**src/rct_regs.svh**
```systemverilog
`ifndef RCT_REGS_SVH
`define RCT_REGS_SVH

// ==========================================================
// register map (byte addresses, word aligned)
`define RCT_ADDR_W 4
`define RCT_OFS_CAUSE_CTRL 4'h0
`define RCT_OFS_STATUS 4'h4

// ==========================================================
// reset_cause_control field positions
`define RCT_BIT_IRQ_PRIO 7
`define RCT_BIT_SW_BOR 6
`define RCT_BIT_SOFT_RST 4
`define RCT_BIT_WDT_EXP 3
`define RCT_BIT_SLEEP 2
`define RCT_BIT_POR 1
`define RCT_BIT_BOR 0

// ==========================================================
// status register field positions
`define RCT_BIT_ST_BOR_ON 0
`define RCT_BIT_ST_SLEEPING 1
`define RCT_BIT_ST_PIN_LEVEL 2
`define RCT_BIT_ST_BOR_HOLD 3

// ==========================================================
// brownout mode encodings
`define RCT_BOR_MODE_OFF 2'h0
`define RCT_BOR_MODE_SW 2'h1
`define RCT_BOR_MODE_NOSLEEP 2'h2
`define RCT_BOR_MODE_ON 2'h3

// ==========================================================
// reset values of the priority bit and the cause flags
`define RCT_RST_IRQ_PRIO 1'h0
`define RCT_RST_CAUSE_SET 1'h1
`define RCT_RST_CAUSE_CLR 1'h0

// ==========================================================
// timing
`define RCT_CLK_MHZ 25
`define RCT_EXT_FILT_NS 200
`define RCT_EXT_FILT_CYC ((`RCT_EXT_FILT_NS * `RCT_CLK_MHZ + 999) / 1000)
`define RCT_BOR_MIN_NS 300
`define RCT_BOR_MIN_CYC ((`RCT_BOR_MIN_NS * `RCT_CLK_MHZ + 999) / 1000)
`define RCT_POWER_UP_TIMER_TICKS 2048
`define RCT_CNT_W 8
`define RCT_POWER_UP_TIMER_W 11

`endif

```
**src/rct_pkg.sv**
```systemverilog
`include "rct_regs.svh"

package rct_pkg;

   // ==========================================================
   // reset sequencing states
   typedef enum logic [1:0] {
      RS_POWERON,
      RS_BROWNOUT,
      RS_TIMER,
      RS_RUN
   } rct_state_t;

   // ==========================================================
   // core state
   typedef struct packed {
      rct_state_t state;
      logic irqPrio;
      logic swBor;
      logic softRstFlag;
      logic wdtExpFlag;
      logic sleepFlag;
      logic porFlag;
      logic borFlag;
      logic sleeping;
      logic evtReset;
      logic [`RCT_CNT_W-1:0] borCnt;
      logic [`RCT_POWER_UP_TIMER_W-1:0] pwrtCnt;
      logic ack;
      logic respErr;
      logic [31:0] readData;
   } rct_core_t;

   // ==========================================================
   // pin filter state
   typedef struct packed {
      logic sync1;
      logic sync2;
      logic [`RCT_CNT_W-1:0] lowCnt;
      logic resetReq;
   } rct_filt_t;

endpackage : rct_pkg

```
**src/rct_pin_if.sv**
```systemverilog
`timescale 1ns/1ps

interface rct_pin_if;
   logic pinRaw;
   logic pinSync;
   logic resetReq;

   modport filt (
      input pinRaw,
      output pinSync,
      output resetReq
   );

   modport core (
      output pinRaw,
      input pinSync,
      input resetReq
   );
endinterface : rct_pin_if

```
**src/rct_pin_filter.sv**
```systemverilog
`timescale 1ns/1ps
`include "rct_regs.svh"

module rct_pin_filter #(
   parameter logic [`RCT_CNT_W-1:0] FILT_CYC = `RCT_CNT_W'(`RCT_EXT_FILT_CYC)
) (
   // clock and reset
   input wire logic clk,
   input wire logic rst_b,
   // pin side
   rct_pin_if.filt pin
);

   rct_pkg::rct_filt_t r;
   rct_pkg::rct_filt_t next_r;

   // ==========================================================
   // synchroniser and low-pulse filter
   always_comb
   begin
      next_r = r;
      next_r.sync1 = pin.pinRaw;
      next_r.sync2 = r.sync1;
      if (r.sync2)
      begin
         next_r.lowCnt = '0;
         next_r.resetReq = 1'b0;
      end
      else if (r.lowCnt >= FILT_CYC)
      begin
         next_r.resetReq = 1'b1;
      end
      else
      begin
         next_r.lowCnt = r.lowCnt + `RCT_CNT_W'(1);
      end
      if (!rst_b)
      begin
         next_r.sync1 = 1'b1;
         next_r.sync2 = 1'b1;
         next_r.lowCnt = '0;
         next_r.resetReq = 1'b0;
      end
   end

   always_ff @(posedge clk)
   begin
      r <= next_r;
   end

   assign pin.pinSync = r.sync2;
   assign pin.resetReq = r.resetReq;

endmodule : rct_pin_filter

```
**src/rct_reset_cause_tracking.sv**
```systemverilog
// Design decisions made here: the Avalon-MM slave port and the address map.
`timescale 1ns/1ps
`include "rct_regs.svh"


module rct_reset_cause_tracking #(
   parameter logic [`RCT_CNT_W-1:0] BOR_MIN_CYC = `RCT_CNT_W'(`RCT_BOR_MIN_CYC),
   parameter logic [`RCT_CNT_W-1:0] EXT_FILT_CYC = `RCT_CNT_W'(`RCT_EXT_FILT_CYC),
   parameter int POWER_UP_TIMER_TICKS = `RCT_POWER_UP_TIMER_TICKS
) (
   // clock and reset
   input wire logic clk,
   input wire logic rst_b,
   // avalon-mm slave
   input wire logic [`RCT_ADDR_W-1:0] avsAddress,
   input wire logic avsRead,
   input wire logic avsWrite,
   input wire logic [31:0] avsWriteData,
   input wire logic [3:0] avsByteEnable,
   output logic [31:0] avsReadData,
   output logic avsWaitRequest,
   output logic [1:0] avsResponse,
   // external reset pin
   input wire logic extResetPinIn,
   output logic extResetPinOut,
   output logic extResetPinOe,
   output logic extResetPinPullup,
   output logic extResetPinDigital,
   // configuration word
   input wire logic [1:0] brownoutModeCfg,
   input wire logic [1:0] brownoutLevelCfg,
   input wire logic extResetPinEnable,
   input wire logic powerUpTimerEnable,
   // supply monitors
   input wire logic porPulse,
   input wire logic brownoutDetect,
   output logic brownoutDetectEnable,
   output logic [1:0] brownoutLevelSel,
   // cpu events
   input wire logic softResetInstr,
   input wire logic watchdogClearInstr,
   input wire logic sleepInstr,
   input wire logic watchdogTimeout,
   input wire logic wakeUp,
   input wire logic rcTick,
   // device side
   output logic deviceResetActive,
   output logic irqPriorityEnable
);

   rct_pkg::rct_core_t r;
   rct_pkg::rct_core_t next_r;

   rct_pin_if pinIf ();

   logic borOn;
   logic borTrip;
   logic extReset;
   logic powerOn;
   logic takeReq;
   logic doWrite;
   logic addrHit;

   // ==========================================================
   // brownout enable decode
   function automatic logic bor_enabled(
      input logic [1:0] mode,
      input logic swEn,
      input logic asleep
   );
      logic en;
      en = 1'b0;
      case (mode)
         `RCT_BOR_MODE_OFF: en = 1'b0;
         `RCT_BOR_MODE_SW: en = swEn;
         `RCT_BOR_MODE_NOSLEEP: en = ~asleep;
         `RCT_BOR_MODE_ON: en = 1'b1;
         default: en = 1'b0;
      endcase
      return en;
   endfunction : bor_enabled

   // ==========================================================
   // register address decode
   function automatic logic addr_mapped(
      input logic [`RCT_ADDR_W-1:0] addr
   );
      return (addr == `RCT_OFS_CAUSE_CTRL) || (addr == `RCT_OFS_STATUS);
   endfunction : addr_mapped

   // ==========================================================
   // register read mux
   function automatic logic [31:0] reg_read(
      input logic [`RCT_ADDR_W-1:0] addr,
      input rct_pkg::rct_core_t s,
      input logic [1:0] mode,
      input logic borEn,
      input logic pinLevel
   );
      logic [31:0] d;
      d = 32'h0000_0000;
      case (addr)
         `RCT_OFS_CAUSE_CTRL:
         begin
            d[`RCT_BIT_IRQ_PRIO] = s.irqPrio;
            d[`RCT_BIT_SW_BOR] = (mode == `RCT_BOR_MODE_SW) & s.swBor;
            d[`RCT_BIT_SOFT_RST] = s.softRstFlag;
            d[`RCT_BIT_WDT_EXP] = s.wdtExpFlag;
            d[`RCT_BIT_SLEEP] = s.sleepFlag;
            d[`RCT_BIT_POR] = s.porFlag;
            d[`RCT_BIT_BOR] = s.borFlag;
         end
         `RCT_OFS_STATUS:
         begin
            d[`RCT_BIT_ST_BOR_ON] = borEn;
            d[`RCT_BIT_ST_SLEEPING] = s.sleeping;
            d[`RCT_BIT_ST_PIN_LEVEL] = pinLevel;
            d[`RCT_BIT_ST_BOR_HOLD] = (s.state == rct_pkg::RS_BROWNOUT);
         end
         default: d = 32'h0000_0000;
      endcase
      return d;
   endfunction : reg_read

   // ==========================================================
   // pin synchroniser and filter
   assign pinIf.pinRaw = extResetPinIn;

   rct_pin_filter #(
      .FILT_CYC(EXT_FILT_CYC)
   ) rct_pin_filter_inst (
      .clk(clk),
      .rst_b(rst_b),
      .pin(pinIf.filt)
   );

   // ==========================================================
   // reset source combination
   assign extReset = extResetPinEnable & pinIf.resetReq;
   assign powerOn = ~rst_b | porPulse;
   assign borOn = bor_enabled(brownoutModeCfg, r.swBor, r.sleeping);
   assign borTrip = borOn & brownoutDetect & (r.borCnt >= BOR_MIN_CYC);
   assign addrHit = addr_mapped(avsAddress);
   assign takeReq = (avsRead | avsWrite) & ~r.ack;
   assign doWrite = r.ack & avsWrite & addrHit & (avsAddress == `RCT_OFS_CAUSE_CTRL)
                    & avsByteEnable[0];

   // ==========================================================
   // next state
   always_comb
   begin
      next_r = r;
      next_r.evtReset = 1'b0;

      // bus handshake: one wait cycle, answer on the following edge
      next_r.ack = takeReq;
      if (takeReq)
      begin
         next_r.readData = avsRead ?
            reg_read(avsAddress, r, brownoutModeCfg, borOn, pinIf.pinSync) : 32'h0000_0000;
         next_r.respErr = ~addrHit;
      end

      // software writes to the cause register
      if (doWrite)
      begin
         next_r.irqPrio = avsWriteData[`RCT_BIT_IRQ_PRIO];
         if (brownoutModeCfg == `RCT_BOR_MODE_SW)
         begin
            next_r.swBor = avsWriteData[`RCT_BIT_SW_BOR];
         end
         next_r.softRstFlag = avsWriteData[`RCT_BIT_SOFT_RST];
         next_r.porFlag = avsWriteData[`RCT_BIT_POR];
         next_r.borFlag = avsWriteData[`RCT_BIT_BOR];
      end

      // instruction events on the read-only flags
      if (watchdogClearInstr)
      begin
         next_r.wdtExpFlag = 1'b1;
         next_r.sleepFlag = 1'b1;
      end
      if (sleepInstr)
      begin
         next_r.wdtExpFlag = 1'b1;
         next_r.sleepFlag = 1'b0;
         next_r.sleeping = 1'b1;
      end
      if (wakeUp)
      begin
         next_r.sleeping = 1'b0;
      end

      // brownout minimum duration counter
      if (borOn & brownoutDetect)
      begin
         if (r.borCnt < BOR_MIN_CYC)
         begin
            next_r.borCnt = r.borCnt + `RCT_CNT_W'(1);
         end
      end
      else
      begin
         next_r.borCnt = '0;
      end

      // short resets: pin, watchdog, reset instruction
      if (extReset)
      begin
         next_r.irqPrio = `RCT_RST_IRQ_PRIO;
         next_r.sleeping = 1'b0;
      end
      if (watchdogTimeout)
      begin
         next_r.wdtExpFlag = `RCT_RST_CAUSE_CLR;
         next_r.irqPrio = `RCT_RST_IRQ_PRIO;
         next_r.sleeping = 1'b0;
         next_r.evtReset = 1'b1;
      end
      if (softResetInstr)
      begin
         next_r.softRstFlag = `RCT_RST_CAUSE_CLR;
         next_r.irqPrio = `RCT_RST_IRQ_PRIO;
         next_r.sleeping = 1'b0;
         next_r.evtReset = 1'b1;
      end

      // reset sequencing
      case (r.state)
         rct_pkg::RS_POWERON:
         begin
            if (powerUpTimerEnable)
            begin
               next_r.state = rct_pkg::RS_TIMER;
            end
            else
            begin
               next_r.state = rct_pkg::RS_RUN;
            end
            next_r.pwrtCnt = '0;
         end
         rct_pkg::RS_BROWNOUT:
         begin
            next_r.pwrtCnt = '0;
            if (!brownoutDetect)
            begin
               if (powerUpTimerEnable)
               begin
                  next_r.state = rct_pkg::RS_TIMER;
               end
               else
               begin
                  next_r.state = rct_pkg::RS_RUN;
               end
            end
         end
         rct_pkg::RS_TIMER:
         begin
            if (rcTick)
            begin
               if (r.pwrtCnt == `RCT_POWER_UP_TIMER_W'(POWER_UP_TIMER_TICKS - 1))
               begin
                  next_r.state = rct_pkg::RS_RUN;
               end
               else
               begin
                  next_r.pwrtCnt = r.pwrtCnt + `RCT_POWER_UP_TIMER_W'(1);
               end
            end
         end
         rct_pkg::RS_RUN:
         begin
            next_r.pwrtCnt = '0;
         end
         default:
         begin
            next_r.state = rct_pkg::RS_POWERON;
         end
      endcase

      // brownout trip: detector rearms the RS_BROWNOUT hold
      if (borTrip)
      begin
         next_r.state = rct_pkg::RS_BROWNOUT;
         next_r.pwrtCnt = '0;
         next_r.borFlag = `RCT_RST_CAUSE_CLR;
         next_r.irqPrio = `RCT_RST_IRQ_PRIO;
         next_r.swBor = (brownoutModeCfg == `RCT_BOR_MODE_SW);
         next_r.softRstFlag = `RCT_RST_CAUSE_SET;
         next_r.wdtExpFlag = `RCT_RST_CAUSE_SET;
         next_r.sleepFlag = `RCT_RST_CAUSE_SET;
         next_r.sleeping = 1'b0;
      end

      // power-on: all core state except ack, respErr and readData to its initial value
      if (powerOn)
      begin
         next_r.state = rct_pkg::RS_POWERON;
         next_r.irqPrio = `RCT_RST_IRQ_PRIO;
         next_r.swBor = (brownoutModeCfg == `RCT_BOR_MODE_SW);
         next_r.softRstFlag = `RCT_RST_CAUSE_SET;
         next_r.wdtExpFlag = `RCT_RST_CAUSE_SET;
         next_r.sleepFlag = `RCT_RST_CAUSE_SET;
         next_r.porFlag = `RCT_RST_CAUSE_CLR;
         next_r.borFlag = `RCT_RST_CAUSE_CLR;
         next_r.sleeping = 1'b0;
         next_r.evtReset = 1'b0;
         next_r.borCnt = '0;
         next_r.pwrtCnt = '0;
      end
      if (!rst_b)
      begin
         next_r.ack = 1'b0;
         next_r.respErr = 1'b0;
         next_r.readData = 32'h0000_0000;
      end
   end

   always_ff @(posedge clk)
   begin
      r <= next_r;
   end

   // ==========================================================
   // outputs
   assign avsWaitRequest = (avsRead | avsWrite) & ~r.ack;
   assign avsReadData = r.readData;
   assign avsResponse = r.respErr ? 2'h2 : 2'h0;

   assign extResetPinOut = 1'b0;
   assign extResetPinOe = 1'b0;
   assign extResetPinPullup = extResetPinEnable;
   assign extResetPinDigital = extResetPinEnable ? 1'b0 : pinIf.pinSync;

   assign brownoutDetectEnable = borOn;
   assign brownoutLevelSel = brownoutLevelCfg;
   assign irqPriorityEnable = r.irqPrio;
   assign deviceResetActive = (r.state != rct_pkg::RS_RUN) | extReset | r.evtReset;

endmodule : rct_reset_cause_tracking

```
**config.mk**
```make
export PLATFORM = sky130hd
export DESIGN_NAME = rct_reset_cause_tracking
export DESIGN_NICKNAME = d
export VERILOG_FILES = /design/src/rct_pkg.sv /design/src/rct_pin_if.sv /design/src/rct_pin_filter.sv /design/src/rct_reset_cause_tracking.sv
export VERILOG_INCLUDE_DIRS = /design/src
export SDC_FILE = /design/constraint.sdc
export NUM_CORES = 1
export LEC_CHECK = 0
export ABC_AREA = 1
export BUFFER_PORTS_ARGS = -buffer_cell sky130_fd_sc_hd__buf_4
export CAP_MARGIN = 20
export CORE_UTILIZATION = 50
export DETAILED_ROUTE_END_ITERATION = 10
export GPL_TIMING_DRIVEN = 0
export PLACE_DENSITY_LB_ADDON = 0.1
export SLEW_MARGIN = 20
export SYNTH_ARGS = -nofsm -noshare
export SYNTH_HDL_FRONTEND = slang
export SYNTH_SLANG_ARGS = --single-unit
```
**constraint.sdc**
```tcl
create_clock -name clk -period 2.45 [get_ports clk]
set_clock_uncertainty 0.05 [all_clocks]
set_input_delay 0.245 -clock clk [delete_from_list [all_inputs] [get_ports clk]]
set_output_delay 0.245 -clock clk [all_outputs]
set_load 0.01 [all_outputs]
```
# Word level (Yosys, flattened, before mapping)
# Index checks and enable logic that the tools add are counted.
[op_classes]
add_sub_neg = 3
magnitude_cmp = 3
eq_ne = 16
n_mux = 36
n_bitwise = 18
reduce_logical = 21
[ops]
columns = ["cell", "n"]
rows = [
  ["two-way mux 11 bit", 3],
  ["two-way mux 27 bit", 1],
  ["two-way mux 8 bit", 3],
  ["two-way mux 2 bit", 11],
  ["case mux 11 bit (2 select lines)", 1],
  ["adder 8 x 1 -> 8 bit (second input constant)", 2],
  ["two-way mux 1 bit", 12],
  ["nonzero test 3 bit", 4],
  ["adder 11 x 1 -> 11 bit (second input constant)", 1],
  ["equality test 11 bit (second input constant)", 1],
  ["inequality test 2 bit (second input constant)", 5],
  ["AND 1 bit", 9],
  ["inequality test 3 bit (second input constant)", 3],
  ["equality test 2 bit (second input constant)", 4],
  ["greater-or-equal comparator 8 x 3 -> 1 bit (second input constant)", 1],
  ["greater-or-equal comparator 8 x 4 -> 1 bit (second input constant)", 1],
  ["< comparator 8 x 4 -> 1 bit (second input constant)", 1],
  ["case mux 4 bit (2 select lines)", 1],
  ["AND reduction 4 bit", 2],
  ["two-way mux 6 bit", 1],
  ["case mux 2 bit (3 select lines)", 1],
  ["OR reduction 2 bit", 3],
  ["OR reduction 6 bit", 1],
  ["inverter 1 bit", 5],
  ["13 further kinds", 20],
]
[totals]
register_bits = 75
inputBits = 59
output_inout_bits = 44
word_cells = 117

# Logic depth before layout (Yosys ltp)
[logic_depth]
word_depth = 11
depth_mapped = 9
ltp_nobuf = 9

# Modules after synthesis
# A second synthesis with hierarchy kept.
[unflattened]
cells_unflattened = 355
hier_area_um2 = 2637.5
[by_module_without_submodules]
columns = ["mod", "n_inst", "cells_each", "area_each_um2", "seq_area_each_um2"]
rows = [
  ["rct_reset_cause_tracking", 1, 298, 2183.3, 790.8],
  ["rct_pin_filter", 1, 57, 454.2, 220.2],
]

# Worst setup path before layout
# No wires, ideal clock.
[synth_path]
path_type = "register -> register"
startpoint = "register r[34] (netlist bit)"
endpoint = "register r[37] (netlist bit)"
setup_ns = 0.119
arrival_ns = 1.251
required_time_ns = 2.281
path_slack_ns = 1.030
path_stages_with_launch = 9
n_path_buf = 0
period_less_slack_ns = 1.420
cell_sequence = "dfxtp_1 -> ha_1 -> nand3_1 -> inv_2 -> nand3_2 -> nand2_4 -> nand2_2 -> nand2_1 -> a21oi_1"
[synth_via]
elab_chain_len = 4
elab_cells_between_ends = 7
cone_classes = "1 x add/sub; 2 x eq/ne; 3 x mux; 1 x reduce/logical"
[synth_lines]
columns = ["item", "line_no", "rtl"]
rows = [
  ["from (decl)", "rct_reset_cause_tracking.sv:51", "rct_pkg::rct_core_t r;"],
  ["from (signal assigned)", "rct_reset_cause_tracking.sv:321", "r <= next_r;"],
  ["adder 11 x 1 -> 11 bit", "rct_reset_cause_tracking.sv:267", "next_r.pwrtCnt = r.pwrtCnt + `RCT_POWER_UP_TIMER_W'(1);"],
  ["two-way mux 11 bit", "rct_reset_cause_tracking.sv:261", "if (r.pwrtCnt == `RCT_POWER_UP_TIMER_W'(POWER_UP_TIMER_TICKS - 1))"],
  ["two-way mux 11 bit", "rct_reset_cause_tracking.sv:259", "if (rcTick)"],
  ["case mux 11 bit (2 select lines)", "rct_reset_cause_tracking.sv:229", "case (r.state)"],
]
# Several ways; a longest one is shown, not always the timed one. The select of a mux whose other input is x is not followed.
# A chain may end at the register's enable or synchronous reset.

# Worst setup path after layout
[layout_path]
startpoint = "register r[34] (netlist bit)"
endpoint = "register r[41] (netlist bit)"
# Same word-level chain as after synthesis.

==> results.toml <==
[synthesis]
synth_edf_count = 1
yosys_warnings = 0
synthArstFlopShare_pct = 0
synth_top_family_by_area = "simple AND/OR/NAND/NOR gates"
yosys_register_bits = 50
syn_area_um2 = 2610
ys_types = 33
synthAdderAreaFrac_pct = 2.87
synthFlopType = "dfxtp_1"
postSynthAreaPerCell_um2 = 7.10
syn-instance-count = 368
synth_compound_area_share_pct = 7.95
synthXorXnorAreaFrac_pct = 1.68
seq_area_frac_synth_pct = 38.7
synthSimpleGateAreaFrac_pct = 30.3
synthMuxAreaShare_pct = 0

[timing]
slew_violations = 0
fin_tns_setup_ns = 0
max_clock_freq_mhz = 604
layout_min_cycle_time_ns = 1.66
period_share_pct = 67.6
hold_viol_final = 0
rsz0062_at_grt = "no"
setup_viol = 0

[grt]
grt_pass1_vias = 1952
grt_use_total_pct = 18.8
grt_max_degree = 15
grt_antenna_before_repair = 0
gr-total-overflow = 0
grt_pass1_wl_um = 8030

[run]
max-cap-violations = 0

[placement]
dp_hpwl_um = 3980
placed_area_um2 = 3110
port_buffers = 42
place.gp.congestion = 0.863

[clock_tree]
cts_root_buf = "clkbuf_8"
cts_resized = 0
clockBufferDepth = 2
cts.reportedPaths.clkPinSlew_ns = 0.09
numCtsBuffers = 5
cts_sinks = 50
clk_latency_ns = 0.29
h-tree-depth = 2
ctsHoldBuffers = 0
post_cts_buffers = 0
cts_tree = "yes"

[die]
initial_core_util_pct = 53.5
die_area_um2 = 5520
core_um2 = 4880
die_x_um = 74.3
die-height_um = 74.3
rows = 25
io_pins = 103

[drt]
drt_iter0_markers = 121
dr.pass1.iters = 4
routed_via_density = 4.48
drc = 0
post_drt_wl_per_cell_um = 9.91
ant_nets = 0
vias = 2292
drt_wl_total_um = 5070

[final_layout]
fillers = 479
final_area_um2 = 3200
seqCellArea_um2 = 1010
drive_above_1_share_pct = 23.8
multi_input_area_um2 = 1220
antennaDiodeCount = 0
syn_to_final_growth_pct = 22.7
postLayoutCoreUtil_pct = 65.6
fin_nets = 509

[min_path]
min_path_type = "input port to register"

[worst_setup_path]
cp.arrival_ns = 1.79
crit_path_end_kind = "register"
worstSetupStartpointType = "register"
path_class = "register to register"
required_ns = 2.59
cp_max_fo = 9

[power]
pwr_density_cell_nw_per_um2 = 471
ir_drop_mv = 0.409
p_leak_nw = 1.45
design_power_total_w = 0.00151

[outcome]
outcome = "complete, no violations"
-- critical path, stage by stage (launching register included) --
cell     delay, ns
dfxtp_1       0.42
ha_1          0.26
nand3_1       0.20
inv_2         0.11
nand3_2       0.11
nand2_4       0.15
nand2_2       0.11
nand2_1       0.09
a21oi_1       0.05
-- state kept, by name, summed over array words and instances, names as in the netlist --
signal and flops:
rct_pin_filter_inst.pin.resetReq 1, irqPriorityEnable 1, avsReadData 7, rct_pin_filter_inst.r 9, r 31, rct_pin_filter_inst.pin.pinSync 1
-- final timing paths --
check | startpoint | to | slack (ns) | depth (start not counted)
max | r[34] | r[41] | 0.79 | 8
min | extResetPinIn | rct_pin_filter_inst.r[10] | 0.09 | 2
max reg2reg | r[34] | r[41] | 0.79 | 8
min reg2reg | r[52] | r[52] | 0.38 | 2
-- synthesized netlist by cell type, types with 3 or more instances --
cell	count	area, um^2
nand4_1	5	31.3
nor3_1	3	15.0
nand3_1	23	115
a21oi_1	23	115
inv_1	43	161
nand2_1	72	270
nor2_4	3	33.8
xor2_1	3	26.3
inv_2	3	11.3
dfxtp_1	49	981
ha_1	6	75.1
buf_4	39	293
nand2_2	3	18.8
nor2_1	59	221
o21ai_0	11	55.1
-- power by group --
part           leakage (nW)  internal, W  switching [W]  total [W]
registers             0.408     0.000828     0.00000880   0.000837
logic                 0.998    0.0000920      0.0000973   0.000189
clock network        0.0482     0.000228       0.000256   0.000484
total                  1.45      0.00115       0.000362    0.00151
-- final cells by class --
type / count / area share, %
clock buffers: 7 / 2.70
inverters: 46 / 5.39
plain buffers: 42 / 9.57
repair buffers: 42 / 9.84
well taps: 67 / 2.62
clock inverters: 1 / 0.156
flip-flops and latches: 50 / 31.6
multi-input cells: 257 / 38.2
-- metrics by stage --
stage	cells	hold WS, ns	setup WS (ns)
final	512	0.0875	0.794
after detailed placement	504	0.369	0.823
after CTS	512	0.0785	0.797
after global routing	512	0.0727	0.644
after global placement	504	0.347	0.814
after floorplan	395	0.287	1.03
-- logic make-up (layout without fill, tap and decap cells) --
kind of cell	count (synthesis)	after routing
AO/OA/AOI/OAI	39	39
XOR/XNOR	5	5
adder cells (fa/ha/maj)	6	6
buffers and inverters	88	138
flip-flops	50	50
other	1	28
AND/OR/NAND/NOR	179	179
-- routing by layer --
| metal | GRT usage (%) | routed length (um) | up-vias |
|---|---|---|---|
| li1 | - | - | 1231 |
| met1 | 24.0 | 2400 | 998 |
| met2 | 32.1 | 2360 | 59 |
| met3 | 3.79 | 269 | 4 |
| met4 | 5.66 | 46 | 0 |
| met5 | 0 | 0 | - |
-- layout by cell type (no fill, tap or decap), types with 3 or more instances in the layout --
cell type	instances
dfxtp_1	49
nor3_1	3
nand4_1	5
inv_2	3
nand2_1	72
o21ai_0	11
nand3_1	23
nand2_2	3
a21oi_1	23
ha_1	6
nor2_1	59
buf_4	81
conb_1	28
xor2_1	3
nor2_4	3
inv_1	43
clkbuf_8	6
Power figures use the tool's default switching activity.
